--- src/inc/flash_protect_pkg.sv ---
// Constants, types and register map of the serial flash protection front end
package flash_protect_pkg;
	// ----------------------------------------
	// Sizes and array geometry
	// ----------------------------------------
	localparam int ADDR_W = 32;
	localparam int ARRAY_ADDR_W = 25;
	localparam int BLOCK_W = 9;
	localparam logic [9:0] BLOCK_COUNT = 10'h200;
	localparam logic [3:0] PROTECT_ALL_LEVEL = 4'ha;
	localparam logic [3:0] PROTECT_NONE_LEVEL = 4'h0;
	localparam int SEGMENT_BIT = 24;
	localparam int SECURE_ADDR_W = 9;
	localparam logic [8:0] SECURE_CUSTOMER_FIRST = 9'h010;
	localparam logic [2:0] ADDR_BYTES_NARROW = 3'h3;
	localparam logic [2:0] ADDR_BYTES_WIDE = 3'h4;
	localparam logic [2:0] LAST_BIT = 3'h7;
	// ----------------------------------------
	// Command codes
	// ----------------------------------------
	localparam logic [7:0] CMD_WRITE_ENABLE = 8'h06;
	localparam logic [7:0] CMD_WRITE_DISABLE = 8'h04;
	localparam logic [7:0] CMD_STATUS_WRITE = 8'h01;
	localparam logic [7:0] CMD_STATUS_READ = 8'h05;
	localparam logic [7:0] CMD_READ = 8'h03;
	localparam logic [7:0] CMD_READ_WIDE = 8'h13;
	localparam logic [7:0] CMD_PROGRAM = 8'h02;
	localparam logic [7:0] CMD_PROGRAM_WIDE = 8'h12;
	localparam logic [7:0] CMD_SECTOR_ERASE = 8'h20;
	localparam logic [7:0] CMD_SECTOR_ERASE_WIDE = 8'h21;
	localparam logic [7:0] CMD_BLOCK_ERASE = 8'hd8;
	localparam logic [7:0] CMD_BLOCK_ERASE_WIDE = 8'hdc;
	localparam logic [7:0] CMD_CHIP_ERASE = 8'h60;
	localparam logic [7:0] CMD_CHIP_ERASE_ALT = 8'hc7;
	localparam logic [7:0] CMD_ENTER_SECURE = 8'hb1;
	localparam logic [7:0] CMD_EXIT_SECURE = 8'hc1;
	localparam logic [7:0] CMD_SECURITY_WRITE = 8'h2f;
	localparam logic [7:0] CMD_SECURITY_READ = 8'h2b;
	localparam logic [7:0] CMD_ENTER_WIDE = 8'hb7;
	localparam logic [7:0] CMD_EXIT_WIDE = 8'he9;
	localparam logic [7:0] CMD_UPPER_ADDR_WRITE = 8'hc5;
	localparam logic [7:0] CMD_UPPER_ADDR_READ = 8'hc8;
	// ----------------------------------------
	// Status and security byte fields
	// ----------------------------------------
	localparam int STAT_BUSY = 0;
	localparam int STAT_WEL = 1;
	localparam int STAT_LEVEL_LO = 2;
	localparam int STAT_TB = 6;
	localparam int STAT_WIDE = 7;
	localparam int SEC_FACTORY = 0;
	localparam int SEC_CUSTOMER = 1;
	localparam int SEC_MODE = 2;
	// ----------------------------------------
	// APB register offsets
	// ----------------------------------------
	localparam logic [7:0] REG_STATUS = 8'h00;
	localparam logic [7:0] REG_PROTECT = 8'h04;
	localparam logic [7:0] REG_SECURITY = 8'h08;
	localparam logic [7:0] REG_UPPER_ADDR = 8'h0c;
	localparam logic [7:0] REG_BUSY = 8'h10;
	localparam logic [7:0] REG_LAST_ADDR = 8'h14;
	localparam logic [7:0] REG_LAST_OP = 8'h18;
	// ----------------------------------------
	// Types
	// ----------------------------------------
	typedef enum logic [2:0] {OP_READ, OP_PROGRAM, OP_SECTOR_ERASE, OP_BLOCK_ERASE,
		OP_CHIP_ERASE} op_type;
	typedef enum {ST_IDLE, ST_CMD, ST_ADDR, ST_DATA, ST_OUT, ST_STANDBY} state_type;
	typedef struct packed {
		logic known;
		logic framed;
		logic hasAddr;
		logic force4;
		logic dataOut;
	} cmdInfo_type;
	typedef struct packed {
		op_type op;
		logic secure;
		logic [ADDR_W-1:0] addr;
		logic [8:0] len;
	} arrayReq_type;
	typedef struct packed {
		logic psel;
		logic penable;
		logic pwrite;
		logic [7:0] paddr;
		logic [31:0] pwdata;
	} apbReq_type;
	typedef struct packed {
		logic [31:0] prdata;
		logic pready;
		logic pslverr;
	} apbRsp_type;
endpackage

--- src/core/serial_flash_addr_protect.sv ---
// Serial flash command framing, address width and write protection
//
// Design decisions made here: the placing of the registers and the APB interface to the registers.
`timescale 1ns/10ps
`default_nettype none
// Notes on behaviour
// - Levels 1-9 protect 2^(n-1) blocks top/bottom
// - Levels 10-15 protect all 512 blocks
// - Security bit 0 shows factory lock
// - Security write command sets customer lock bit
// - Any lock permanently blocks secure changes
// - Secure mode forbids main array access
// - Offsets 000-00F serial, 010-1FF customer
// - Unknown command: standby, output off, until select
// - Valid command stays active until select rises
// - Sample on rising, shift out on falling
// - Reads may end after any output bit
// - Write-type commands need exact byte boundary
// - Busy ignores array access attempts
// - Enter/exit wide command sets/clears 32-bit mode
// - Wide variants always take 32-bit address
// - Wide mode ignores segment select bit
// - Upper address register, bit 0 only, reset 0
// - Narrow addresses stay in selected segment
// - Continuous read crosses into next segment
// - Chip erase ignores segment selection
// - Reject program/erase in protected blocks
// - Data-changing commands need write enable latch
module serial_flash_addr_protect
(
	input wire logic clk,
	input wire logic nrst,
	input wire flash_protect_pkg::apbReq_type apbReq,
	output var flash_protect_pkg::apbRsp_type apbRsp,
	input wire logic sclk,
	input wire logic csN,
	input wire logic si,
	input wire logic [7:0] arrayRdData,
	output var logic so,
	output var logic soOe,
	output var flash_protect_pkg::arrayReq_type arrayReq,
	output var logic arrayReqValid,
	output var logic cmdReject
);
	import flash_protect_pkg::*;

	// ----------------------------------------
	// Declarations
	// ----------------------------------------
	logic [2:0] pinMeta_q; // First sync stage {sclk, csN, si}
	logic [2:0] pinSync_q; // Second sync stage
	logic [2:0] pinPrev_q; // Delayed copy for edges
	logic sclkRise, sclkFall, csFall, csRise, siBit;
	state_type state_q; // Framing state
	logic [7:0] shift_q; // Input shifter
	logic [7:0] newByte; // Completed input byte
	logic [2:0] bitCnt_q; // Bits in current byte
	logic [2:0] byteCnt_q; // Address bytes taken
	logic [2:0] addrBytes_q; // Address length of command
	logic [7:0] opcode_q; // Current command
	logic [31:0] addr_q; // Shifted address
	logic [7:0] dataByte_q; // First data byte
	logic [8:0] dataCnt_q; // Data bytes taken
	logic [7:0] outShift_q; // Output shifter
	logic [2:0] outCnt_q; // Output bit count
	logic byteDone; // Byte completes on this edge
	cmdInfo_type info; // Decode of the incoming byte
	cmdInfo_type curInfo; // Decode of the latched command
	logic wel_q, wideAddr_q, secure_q, custLock_q, factoryLock_q, busy_q, tb_q;
	logic [3:0] level_q; // Protect level
	logic ear_q; // Segment select bit
	logic [24:0] rdAddr_q; // Continuous read pointer
	logic [31:0] effAddr; // Address after width and segment
	logic [24:0] startAddr; // Read start address, last byte included
	logic readStart, readNext, framedOk, isRead, chipErase;
	logic [7:0] statusByte, securityByte, earByte, srcByte;
	logic apbDo; // APB completion edge
	logic [31:0] rdMux;
	logic rdErr;

	// ----------------------------------------
	// Functions
	// ----------------------------------------
	// Command table
	function automatic cmdInfo_type decode(input logic [7:0] c);
		cmdInfo_type r;
		r = '0;
		r.known = 1'b1;
		case (c)
			CMD_WRITE_ENABLE, CMD_WRITE_DISABLE, CMD_ENTER_SECURE, CMD_EXIT_SECURE,
			CMD_SECURITY_WRITE, CMD_ENTER_WIDE, CMD_EXIT_WIDE, CMD_CHIP_ERASE,
			CMD_CHIP_ERASE_ALT, CMD_STATUS_WRITE, CMD_UPPER_ADDR_WRITE:
				r.framed = 1'b1;
			CMD_PROGRAM, CMD_SECTOR_ERASE, CMD_BLOCK_ERASE:
				r = '{known: 1'b1, framed: 1'b1, hasAddr: 1'b1, force4: 1'b0, dataOut: 1'b0};
			CMD_PROGRAM_WIDE, CMD_SECTOR_ERASE_WIDE, CMD_BLOCK_ERASE_WIDE:
				r = '{known: 1'b1, framed: 1'b1, hasAddr: 1'b1, force4: 1'b1, dataOut: 1'b0};
			CMD_READ:
				r = '{known: 1'b1, framed: 1'b0, hasAddr: 1'b1, force4: 1'b0, dataOut: 1'b1};
			CMD_READ_WIDE:
				r = '{known: 1'b1, framed: 1'b0, hasAddr: 1'b1, force4: 1'b1, dataOut: 1'b1};
			CMD_STATUS_READ, CMD_SECURITY_READ, CMD_UPPER_ADDR_READ:
				r.dataOut = 1'b1;
			default:
				r.known = 1'b0;
		endcase
		return r;
	endfunction

	// Block protection test
	function automatic logic protectedBlock(input logic [BLOCK_W-1:0] blk,
		input logic [3:0] lvl, input logic tb);
		logic [9:0] cnt;
		cnt = 10'h001 << (lvl - 4'h1);
		if (lvl == PROTECT_NONE_LEVEL)
			return 1'b0;
		if (lvl >= PROTECT_ALL_LEVEL)
			return 1'b1;
		if (tb)
			return {1'b0, blk} < cnt;
		return {1'b0, blk} >= (BLOCK_COUNT - cnt);
	endfunction

	// ----------------------------------------
	// Pin synchronisers and edges
	// ----------------------------------------
	// Two stages on sclk, csN, si
	always_ff @(posedge clk or negedge nrst)
	begin
		if (!nrst)
		begin
			pinMeta_q <= 3'h2;
			pinSync_q <= 3'h2;
			pinPrev_q <= 3'h2;
		end
		else
		begin
			pinMeta_q <= {sclk, csN, si};
			pinSync_q <= pinMeta_q;
			pinPrev_q <= pinSync_q;
		end
	end

	// edges for both clock idle levels
	assign sclkRise = pinSync_q[2] & ~pinPrev_q[2] & ~pinSync_q[1];
	assign sclkFall = ~pinSync_q[2] & pinPrev_q[2] & ~pinSync_q[1];
	assign csFall = ~pinSync_q[1] & pinPrev_q[1];
	assign csRise = pinSync_q[1] & ~pinPrev_q[1];
	assign siBit = pinSync_q[0];

	// ----------------------------------------
	// Decode helpers
	// ----------------------------------------
	assign newByte = {shift_q[6:0], siBit};
	assign byteDone = sclkRise && (bitCnt_q == LAST_BIT);
	assign info = decode(newByte);
	assign curInfo = decode(opcode_q);
	assign isRead = (opcode_q == CMD_READ) || (opcode_q == CMD_READ_WIDE);
	assign chipErase = (opcode_q == CMD_CHIP_ERASE) || (opcode_q == CMD_CHIP_ERASE_ALT);
	// segment bit only for narrow addresses
	assign effAddr = (addrBytes_q == ADDR_BYTES_WIDE) ? addr_q :
		{7'h00, ear_q, addr_q[23:0]};
	// read start takes the byte completing now
	assign startAddr = (addrBytes_q == ADDR_BYTES_WIDE) ? {addr_q[16:0], newByte} :
		{ear_q, addr_q[15:0], newByte};
	assign readStart = byteDone && (state_q == ST_ADDR) && isRead &&
		(byteCnt_q == addrBytes_q - 3'h1);
	assign readNext = sclkFall && (state_q == ST_OUT) && isRead && (outCnt_q == 3'h0);
	// framed command ends on a byte boundary
	assign framedOk = curInfo.framed && (state_q == ST_DATA) && (bitCnt_q == 3'h0);
	assign statusByte = {wideAddr_q, tb_q, level_q, wel_q, busy_q};
	assign securityByte = {5'h00, secure_q, custLock_q, factoryLock_q};
	assign earByte = {7'h00, ear_q};
	assign apbDo = apbReq.psel && apbReq.penable && apbRsp.pready;

	// ----------------------------------------
	// Command framing
	// ----------------------------------------
	// Shifting, counting and state
	always_ff @(posedge clk or negedge nrst)
	begin
		if (!nrst)
		begin
			state_q <= ST_IDLE;
			shift_q <= 8'h00;
			bitCnt_q <= 3'h0;
			byteCnt_q <= 3'h0;
			addrBytes_q <= ADDR_BYTES_NARROW;
			opcode_q <= 8'h00;
			addr_q <= 32'h00000000;
			dataByte_q <= 8'h00;
			dataCnt_q <= 9'h000;
		end
		else if (csRise)
		begin
			state_q <= ST_IDLE;
			bitCnt_q <= 3'h0;
		end
		else if (csFall)
		begin
			// Fresh frame, command state entered here; standby was already left at select rise
			state_q <= ST_CMD;
			// Forget the last command so a short frame is not judged by it
			opcode_q <= 8'h00;
			bitCnt_q <= 3'h0;
			byteCnt_q <= 3'h0;
			addr_q <= 32'h00000000;
			dataCnt_q <= 9'h000;
		end
		else if (sclkRise && (state_q == ST_CMD || state_q == ST_ADDR || state_q == ST_DATA))
		begin
			shift_q <= newByte;
			bitCnt_q <= bitCnt_q + 3'h1;
			if (byteDone)
			begin
				case (state_q)
					ST_CMD:
					begin
						opcode_q <= newByte;
						addrBytes_q <= (info.force4 || wideAddr_q) ? ADDR_BYTES_WIDE :
							ADDR_BYTES_NARROW;
						if (!info.known)
							state_q <= ST_STANDBY;
						else if (info.hasAddr)
							state_q <= ST_ADDR;
						else if (info.dataOut)
							state_q <= ST_OUT;
						else
							state_q <= ST_DATA;
					end
					ST_ADDR:
					begin
						addr_q <= {addr_q[23:0], newByte};
						byteCnt_q <= byteCnt_q + 3'h1;
						if (byteCnt_q == addrBytes_q - 3'h1)
							state_q <= curInfo.dataOut ? ST_OUT : ST_DATA;
					end
					ST_DATA:
					begin
						if (dataCnt_q == 9'h000)
							dataByte_q <= newByte;
						if (dataCnt_q != 9'h1ff)
							dataCnt_q <= dataCnt_q + 9'h001;
					end
					default:
						state_q <= state_q;
				endcase
			end
		end
	end

	// ----------------------------------------
	// Serial output
	// ----------------------------------------
	always_comb
	begin
		case (opcode_q)
			CMD_STATUS_READ: srcByte = statusByte;
			CMD_SECURITY_READ: srcByte = securityByte;
			CMD_UPPER_ADDR_READ: srcByte = earByte;
			default: srcByte = arrayRdData;
		endcase
	end

	// shift out on falling edges, drop at select rise
	always_ff @(posedge clk or negedge nrst)
	begin
		if (!nrst)
		begin
			so <= 1'b0;
			soOe <= 1'b0;
			outShift_q <= 8'h00;
			outCnt_q <= 3'h0;
		end
		else if (state_q != ST_OUT || csRise)
		begin
			so <= 1'b0;
			soOe <= 1'b0;
			outCnt_q <= 3'h0;
		end
		else if (sclkFall)
		begin
			soOe <= 1'b1;
			outCnt_q <= outCnt_q + 3'h1;
			if (outCnt_q == 3'h0)
			begin
				so <= srcByte[7];
				outShift_q <= {srcByte[6:0], 1'b0};
			end
			else
			begin
				so <= outShift_q[7];
				outShift_q <= {outShift_q[6:0], 1'b0};
			end
		end
	end

	// ----------------------------------------
	// Execution and protection state
	// ----------------------------------------
	always_ff @(posedge clk or negedge nrst)
	begin
		if (!nrst)
		begin
			wel_q <= 1'b0;
			wideAddr_q <= 1'b0;
			secure_q <= 1'b0;
			custLock_q <= 1'b0;
			factoryLock_q <= 1'b0;
			busy_q <= 1'b0;
			level_q <= 4'h0;
			tb_q <= 1'b0;
			ear_q <= 1'b0;
			rdAddr_q <= 25'h0000000;
			arrayReq <= '0;
			arrayReqValid <= 1'b0;
			cmdReject <= 1'b0;
		end
		else
		begin
			arrayReqValid <= 1'b0;
			cmdReject <= 1'b0;
			// Software side: protect, factory lock, busy
			if (apbDo && apbReq.pwrite)
			begin
				if (apbReq.paddr == REG_PROTECT)
				begin
					level_q <= apbReq.pwdata[3:0];
					tb_q <= apbReq.pwdata[4];
				end
				if (apbReq.paddr == REG_SECURITY && apbReq.pwdata[SEC_FACTORY])
					factoryLock_q <= 1'b1;
				if (apbReq.paddr == REG_BUSY)
					busy_q <= apbReq.pwdata[0];
			end
			if (readStart)
			begin
				// busy read ignored, secure read stays in area
				if (busy_q)
					cmdReject <= 1'b1;
				else
				begin
					arrayReq.op <= OP_READ;
					arrayReq.secure <= secure_q;
					arrayReq.len <= 9'h000;
					// secure read stays inside the secure area
					if (secure_q)
						arrayReq.addr <= {23'h000000, startAddr[SECURE_ADDR_W-1:0]};
					else
						arrayReq.addr <= {7'h00, startAddr};
					rdAddr_q <= startAddr;
					arrayReqValid <= 1'b1;
				end
			end
			else if (readNext && !busy_q)
			begin
				// pointer runs across segments and wraps
				rdAddr_q <= rdAddr_q + 25'h0000001;
				arrayReq.addr <= {7'h00, rdAddr_q + 25'h0000001};
				if (secure_q)
					arrayReq.addr <= {23'h000000, rdAddr_q[SECURE_ADDR_W-1:0] + 9'h001};
				arrayReqValid <= 1'b1;
			end
			else if (csRise && curInfo.framed && !framedOk && state_q != ST_STANDBY)
				cmdReject <= 1'b1;
			else if (csRise && framedOk)
			begin
				arrayReq.addr <= {7'h00, effAddr[24:0]};
				arrayReq.secure <= secure_q;
				arrayReq.len <= dataCnt_q;
				case (opcode_q)
					CMD_WRITE_ENABLE: wel_q <= 1'b1;
					CMD_WRITE_DISABLE: wel_q <= 1'b0;
					CMD_ENTER_WIDE: wideAddr_q <= 1'b1;
					CMD_EXIT_WIDE: wideAddr_q <= 1'b0;
					CMD_ENTER_SECURE: secure_q <= 1'b1;
					CMD_EXIT_SECURE: secure_q <= 1'b0;
					CMD_UPPER_ADDR_WRITE:
						if (dataCnt_q == 9'h000)
							cmdReject <= 1'b1;
						else
							ear_q <= dataByte_q[0];
					CMD_STATUS_WRITE:
						if (!wel_q || busy_q || dataCnt_q == 9'h000)
							cmdReject <= 1'b1;
						else
						begin
							level_q <= dataByte_q[STAT_LEVEL_LO+3:STAT_LEVEL_LO];
							tb_q <= dataByte_q[STAT_TB];
							wel_q <= 1'b0;
						end
					CMD_SECURITY_WRITE:
						if (!wel_q || busy_q)
							cmdReject <= 1'b1;
						else
						begin
							custLock_q <= 1'b1;
							wel_q <= 1'b0;
						end
					CMD_PROGRAM, CMD_PROGRAM_WIDE:
					begin
						arrayReq.op <= OP_PROGRAM;
						if (!wel_q || busy_q || dataCnt_q == 9'h000)
							cmdReject <= 1'b1;
						else if (secure_q && (factoryLock_q || custLock_q ||
							effAddr[SECURE_ADDR_W-1:0] < SECURE_CUSTOMER_FIRST))
							cmdReject <= 1'b1;
						else if (!secure_q && protectedBlock(effAddr[24:16], level_q, tb_q))
							cmdReject <= 1'b1;
						else
						begin
							if (secure_q)
								arrayReq.addr <= {23'h000000, effAddr[SECURE_ADDR_W-1:0]};
							arrayReqValid <= 1'b1;
							wel_q <= 1'b0;
						end
					end
					default:
					begin
						// Sector, block and chip erase
						if (opcode_q == CMD_SECTOR_ERASE || opcode_q == CMD_SECTOR_ERASE_WIDE)
							arrayReq.op <= OP_SECTOR_ERASE;
						else if (chipErase)
							arrayReq.op <= OP_CHIP_ERASE;
						else
							arrayReq.op <= OP_BLOCK_ERASE;
						if (chipErase)
							arrayReq.addr <= 32'h00000000;
						if (secure_q || !wel_q || busy_q)
							cmdReject <= 1'b1;
						else if (chipErase && level_q != PROTECT_NONE_LEVEL)
							cmdReject <= 1'b1;
						else if (!chipErase && protectedBlock(effAddr[24:16], level_q, tb_q))
							cmdReject <= 1'b1;
						else
						begin
							arrayReqValid <= 1'b1;
							wel_q <= 1'b0;
						end
					end
				endcase
			end
		end
	end

	// ----------------------------------------
	// APB slave
	// ----------------------------------------
	always_comb
	begin
		rdErr = 1'b0;
		case (apbReq.paddr)
			REG_STATUS: rdMux = {24'h000000, statusByte};
			REG_PROTECT: rdMux = {27'h0000000, tb_q, level_q};
			REG_SECURITY: rdMux = {24'h000000, securityByte};
			REG_UPPER_ADDR: rdMux = {24'h000000, earByte};
			REG_BUSY: rdMux = {31'h00000000, busy_q};
			REG_LAST_ADDR: rdMux = arrayReq.addr;
			REG_LAST_OP: rdMux = {19'h00000, arrayReq.len, arrayReq.secure, arrayReq.op};
			default:
			begin
				rdMux = 32'h00000000;
				rdErr = 1'b1;
			end
		endcase
	end

	// One wait state, then answer
	always_ff @(posedge clk or negedge nrst)
	begin
		if (!nrst)
			apbRsp <= '0;
		else
		begin
			apbRsp.pready <= apbReq.psel && apbReq.penable && !apbRsp.pready;
			apbRsp.prdata <= apbReq.pwrite ? 32'h00000000 : rdMux;
			apbRsp.pslverr <= apbReq.psel && apbReq.penable && !apbRsp.pready && rdErr;
		end
	end
endmodule
`default_nettype wire

--- config.mk ---
export PLATFORM = sky130hd
export DESIGN_NAME = serial_flash_addr_protect
export DESIGN_NICKNAME = d
export VERILOG_FILES = /design/src/inc/flash_protect_pkg.sv /design/src/core/serial_flash_addr_protect.sv
export SDC_FILE = /design/constraint.sdc
export NUM_CORES = 1
export LEC_CHECK = 0
export BUFFER_PORTS_ARGS = -buffer_cell sky130_fd_sc_hd__buf_2
export CAP_MARGIN = 0
export CORE_ASPECT_RATIO = 0.75
export CORE_UTILIZATION = 30
export DETAILED_ROUTE_END_ITERATION = 6
export GPL_ROUTABILITY_DRIVEN = 0
export GPL_TIMING_DRIVEN = 0
export HOLD_SLACK_MARGIN = 0.06
export MAX_ROUTING_LAYER = met4
export SYNTH_ARGS = -nofsm -noshare
export SYNTH_HDL_FRONTEND = slang
export SYNTH_SLANG_ARGS = --single-unit
--- constraint.sdc ---
create_clock -name clk -period 3.2 [get_ports clk]
set_clock_uncertainty 0.05 [all_clocks]
set_input_delay 0.48 -clock clk [delete_from_list [all_inputs] [get_ports clk]]
set_output_delay 0.48 -clock clk [all_outputs]
set_load 0.02 [all_outputs]
==> implementation parameters <==
Parameter                              Value

Yosys
  Synthesis warning total ... 0
  Number of instances in the synthesized netlist ... 1203
  Fraction of synthesis flops using an asynchronous set or reset pin ... 100%
  Avg Synthesized Cell Area ... 8.94 sq um
  Dominant synthesized flop cell ... dfrtp_1
  Number of enable flip-flop cells after synthesis ... 0
  Top post-synthesis cells by area ... dfrtp_1 (43%), nand2_1 (6.7%), o21ai_0 (4.7%)
  Fraction of post-synthesis cell area in the top cell type by area ... 43.3%
  Post-synthesis cell type count ... 80
  Post-synthesis register bit count ... 190
  Share of synthesized area occupied by flip-flops and latches ... 44.3%
  Cell type with the largest total area after synthesis ... dfrtp_1
  Mapped Area ... 10800 sq um

Worst setup path
  Stages on worst setup path ... 13
  Buffer and inverter count on the worst path ... 1
  Crit Reg-Reg Startpoint ... level_q[0]
  Type of destination of the critical path ... register
  Cell Chain, Critical Path ... clkbuf_8, nor2b_2, nand2_2, ha_4, a22o_1, ha_1, a211oi_2, o211ai_1, a211oi_2, nor2_1, o21ai_2, o2111ai_2, a221o_1
  Worst reg2reg setup slack ... 50 ps
  Worst reg-to-reg path cell count ... 13
  Type of the worst setup path ... register to register
  Critical path's largest stage delay ... 410 ps
  Startpoint Class ... register
  Max stage delay cell, worst path ... dfrtp_2
  Critical path launch point ... level_q[0]
  Critical path fanouts, max ... 10
  Data arrival at the endpoint of the critical path ... 3420 ps
  Most prevalent standard cell on the critical path ... a211oi_2
  Required time worst endpoint ... 3470 ps
  Largest delay share family, worst path ... compound AO/OA/AOI/OAI gates

Die
  Total Die Area ... 36600 sq um
  Core box area ... 35000 sq um
  Total number of placement rows ... 59
  Die height ... 166 um
  Effective utilization at floorplan ... 30.7%
  Horizontal extent of the die ... 221 um
  Boundary Pins ... 139

Clock network
  Clock latency reported for the late side of the worst-skew pair ... 450 ps
  Depth of the CTS H-tree ... 4
  Maximum clock insertion buffer count ... 2
  Clock input transition at the sequential cells of the worst setup and hold paths ... 80 ps
  CTS tree ... done
  Clock root cell ... clkbuf_16
  Number of sinks on the clock net ... 190
  Number of buffers created by CTS ... 17

Timing
  Final setup viols ... 0
  Setup Total Neg Slack ... 0 ps
  Min setup slack post-route ... 50.4 ps
  Slew at the pin with the worst max-slew slack ... 924 ps
  Count of endpoints failing hold in the final timing report ... 0
  Final Critical Period ... 3150 ps
  Max-Slew Margin vs Limit ... 38.4%
  Number of max-slew violations in the final report ... 0
  Max frequency ... 318 MHz
  Share of the cycle needed by the critical path after routing ... 98.4%
  Hold Slack ... 76.3 ps

Job
  Max Cap Viol ... 0

Drt
  Remaining design rule violation count ... 14
  First DRT Iteration DRCs ... 1352
  Via density per instance ... 5.41
  Detail Route Antenna Nets ... 0
  Total vias in the final route ... 9756
  Detailed-route wire length per cell ... 19.5 um
  DR pass1 iterations ... 7
  Final wirelength ... 35100 um

Cells and area
  Most common cell after layout, fill and taps aside ... nand2_1
  Area growth from synthesis to layout ... 17.8%
  Diode insertion count for antenna repair ... 0
  Ratio of cells with drive above 1 in the final layout ... 18.9%
  Most frequent cells in the layout ... nand2_1 (189), dfrtp_1 (182), buf_2 (110)
  Final nets ... 1421
  Number of inserted filler cells in the final layout ... 3555

Global route
  Number of global-route vias before repair ... 8984
  First-pass GRT wire length ... 54000 um
  Gr usage total ... 19.6%
  Antenna violations before repair ... 0
  Remaining Overflow, GRT ... 0
  Largest net degree at the start of global routing ... 118

Hold path
  Hold crit path type ... input pin to async pin

Outcome
  Result of the run ... complete, but fails checks
  Failing checks ... DRC

Pwr
  IR drop worst, VDD ... 0.381 mV
  Power per standard cell area ... 512 nW/um^2
  Total power draw ... 0.00648 W
  Leakage power of the design ... 5.79 nW

Placement
  HPWL after detailed placement ... 25800 um
  Worst slack after detailed placement ... -908 ps
  Count of buffers from port buffering ... 97
==> Yosys cell counts (6+ instances only) <==
cell      instances
nor2_1           80
or3_1             7
nor2b_1          17
nor3_1           18
o21ai_1          17
a21oi_1          94
xnor2_1          18
o211ai_1         11
nand4_1          12
mux2i_1          13
o31ai_1          10
nand2b_1         13
buf_2            14
xor2_1           18
nor4_1            9
a221o_1           6
nor3b_1           7
mux2_2           20
and2_1           16
buf_4            18
a21o_1            6
inv_1            27
ha_1             31
dfrtp_1         186
and3_1           13
nor4bb_1          6
nand2_1         191
clkbuf_1         48
or2_2             6
a31oi_1           9
a22oi_1          19
o22ai_1           7
nand3_1          31
o21ai_0         101
a22o_1           14
==> sequential cells by signal, indices dropped and copies added, names as in the netlist, 4 cells and up <==
signal	count
addr_q	25
dataCnt_q	9
apbRsp	27
opcode_q	8
outShift_q	7
rdAddr_q	25
level_q	4
shift_q	7
arrayReq	38
dataByte_q	6
==> area by class of cell <==
class	instances	area, sq um	area share [%]
clock inverters	14	128	1.01
plain buffers	83	460	3.63
flip-flops and latches	190	4760	37.6
inverters	27	101	0.800
repair buffers	102	553	4.37
multi-input cells	913	5650	44.6
clock buffers	18	439	3.47
well taps	457	572	4.51
==> where the power goes <==
part	total (W)	switching [W]	internal, W
Sequential	0.00293	0.000290	0.00264
Combinational	0.00143	0.000891	0.000541
Clock	0.00212	0.00107	0.00105
Total	0.00648	0.00225	0.00423
==> timing repair <==
action	4_1_cts	5_1_grt
hold buffers	0	0
resized for setup	18	35
pin swaps	2	9
endpoints found under the setup margin	13	62
setup buffers	1	3
==> kinds of logic after synthesis <==
| family | synth area share [%] |
|---|---|
| AO/OA/AOI/OAI | 19.6 |
| XOR/XNOR | 2.93 |
| adder cells (fa/ha/maj) | 3.61 |
| flip-flops | 44.3 |
| AND/OR/NAND/NOR | 21.1 |
| multiplexers | 3.30 |
| buffers and inverters | 5.08 |
| other | 0.0349 |
==> routing by layer <==
metal  wire length [um]  track usage [%]
met2              14900             27.2
met4                484             3.96
met5                  0                -
met3               3120             4.14
met1              16600             29.2
==> per-stage QoR <==
step	cells	area, sq um	utilization, %
2_1_floorplan	1216	10800	-
3_3_place_gp	1770	11900	33.9
3_5_place_dp	1771	11900	34.0
4_1_cts	1803	12500	35.8
5_1_grt	1804	12700	36.2
6_report	1804	12700	36.2
==> worst paths after layout <==
check / endpoint
max: cmdReject
min: apbRsp[11]
max reg2reg: cmdReject
min reg2reg: pinSync_q[2]
max in group asynchronous: rdAddr_q[11]
min in group clk: pinMeta_q[1]
No activity file was read; power rests on OpenSTA's default activity.
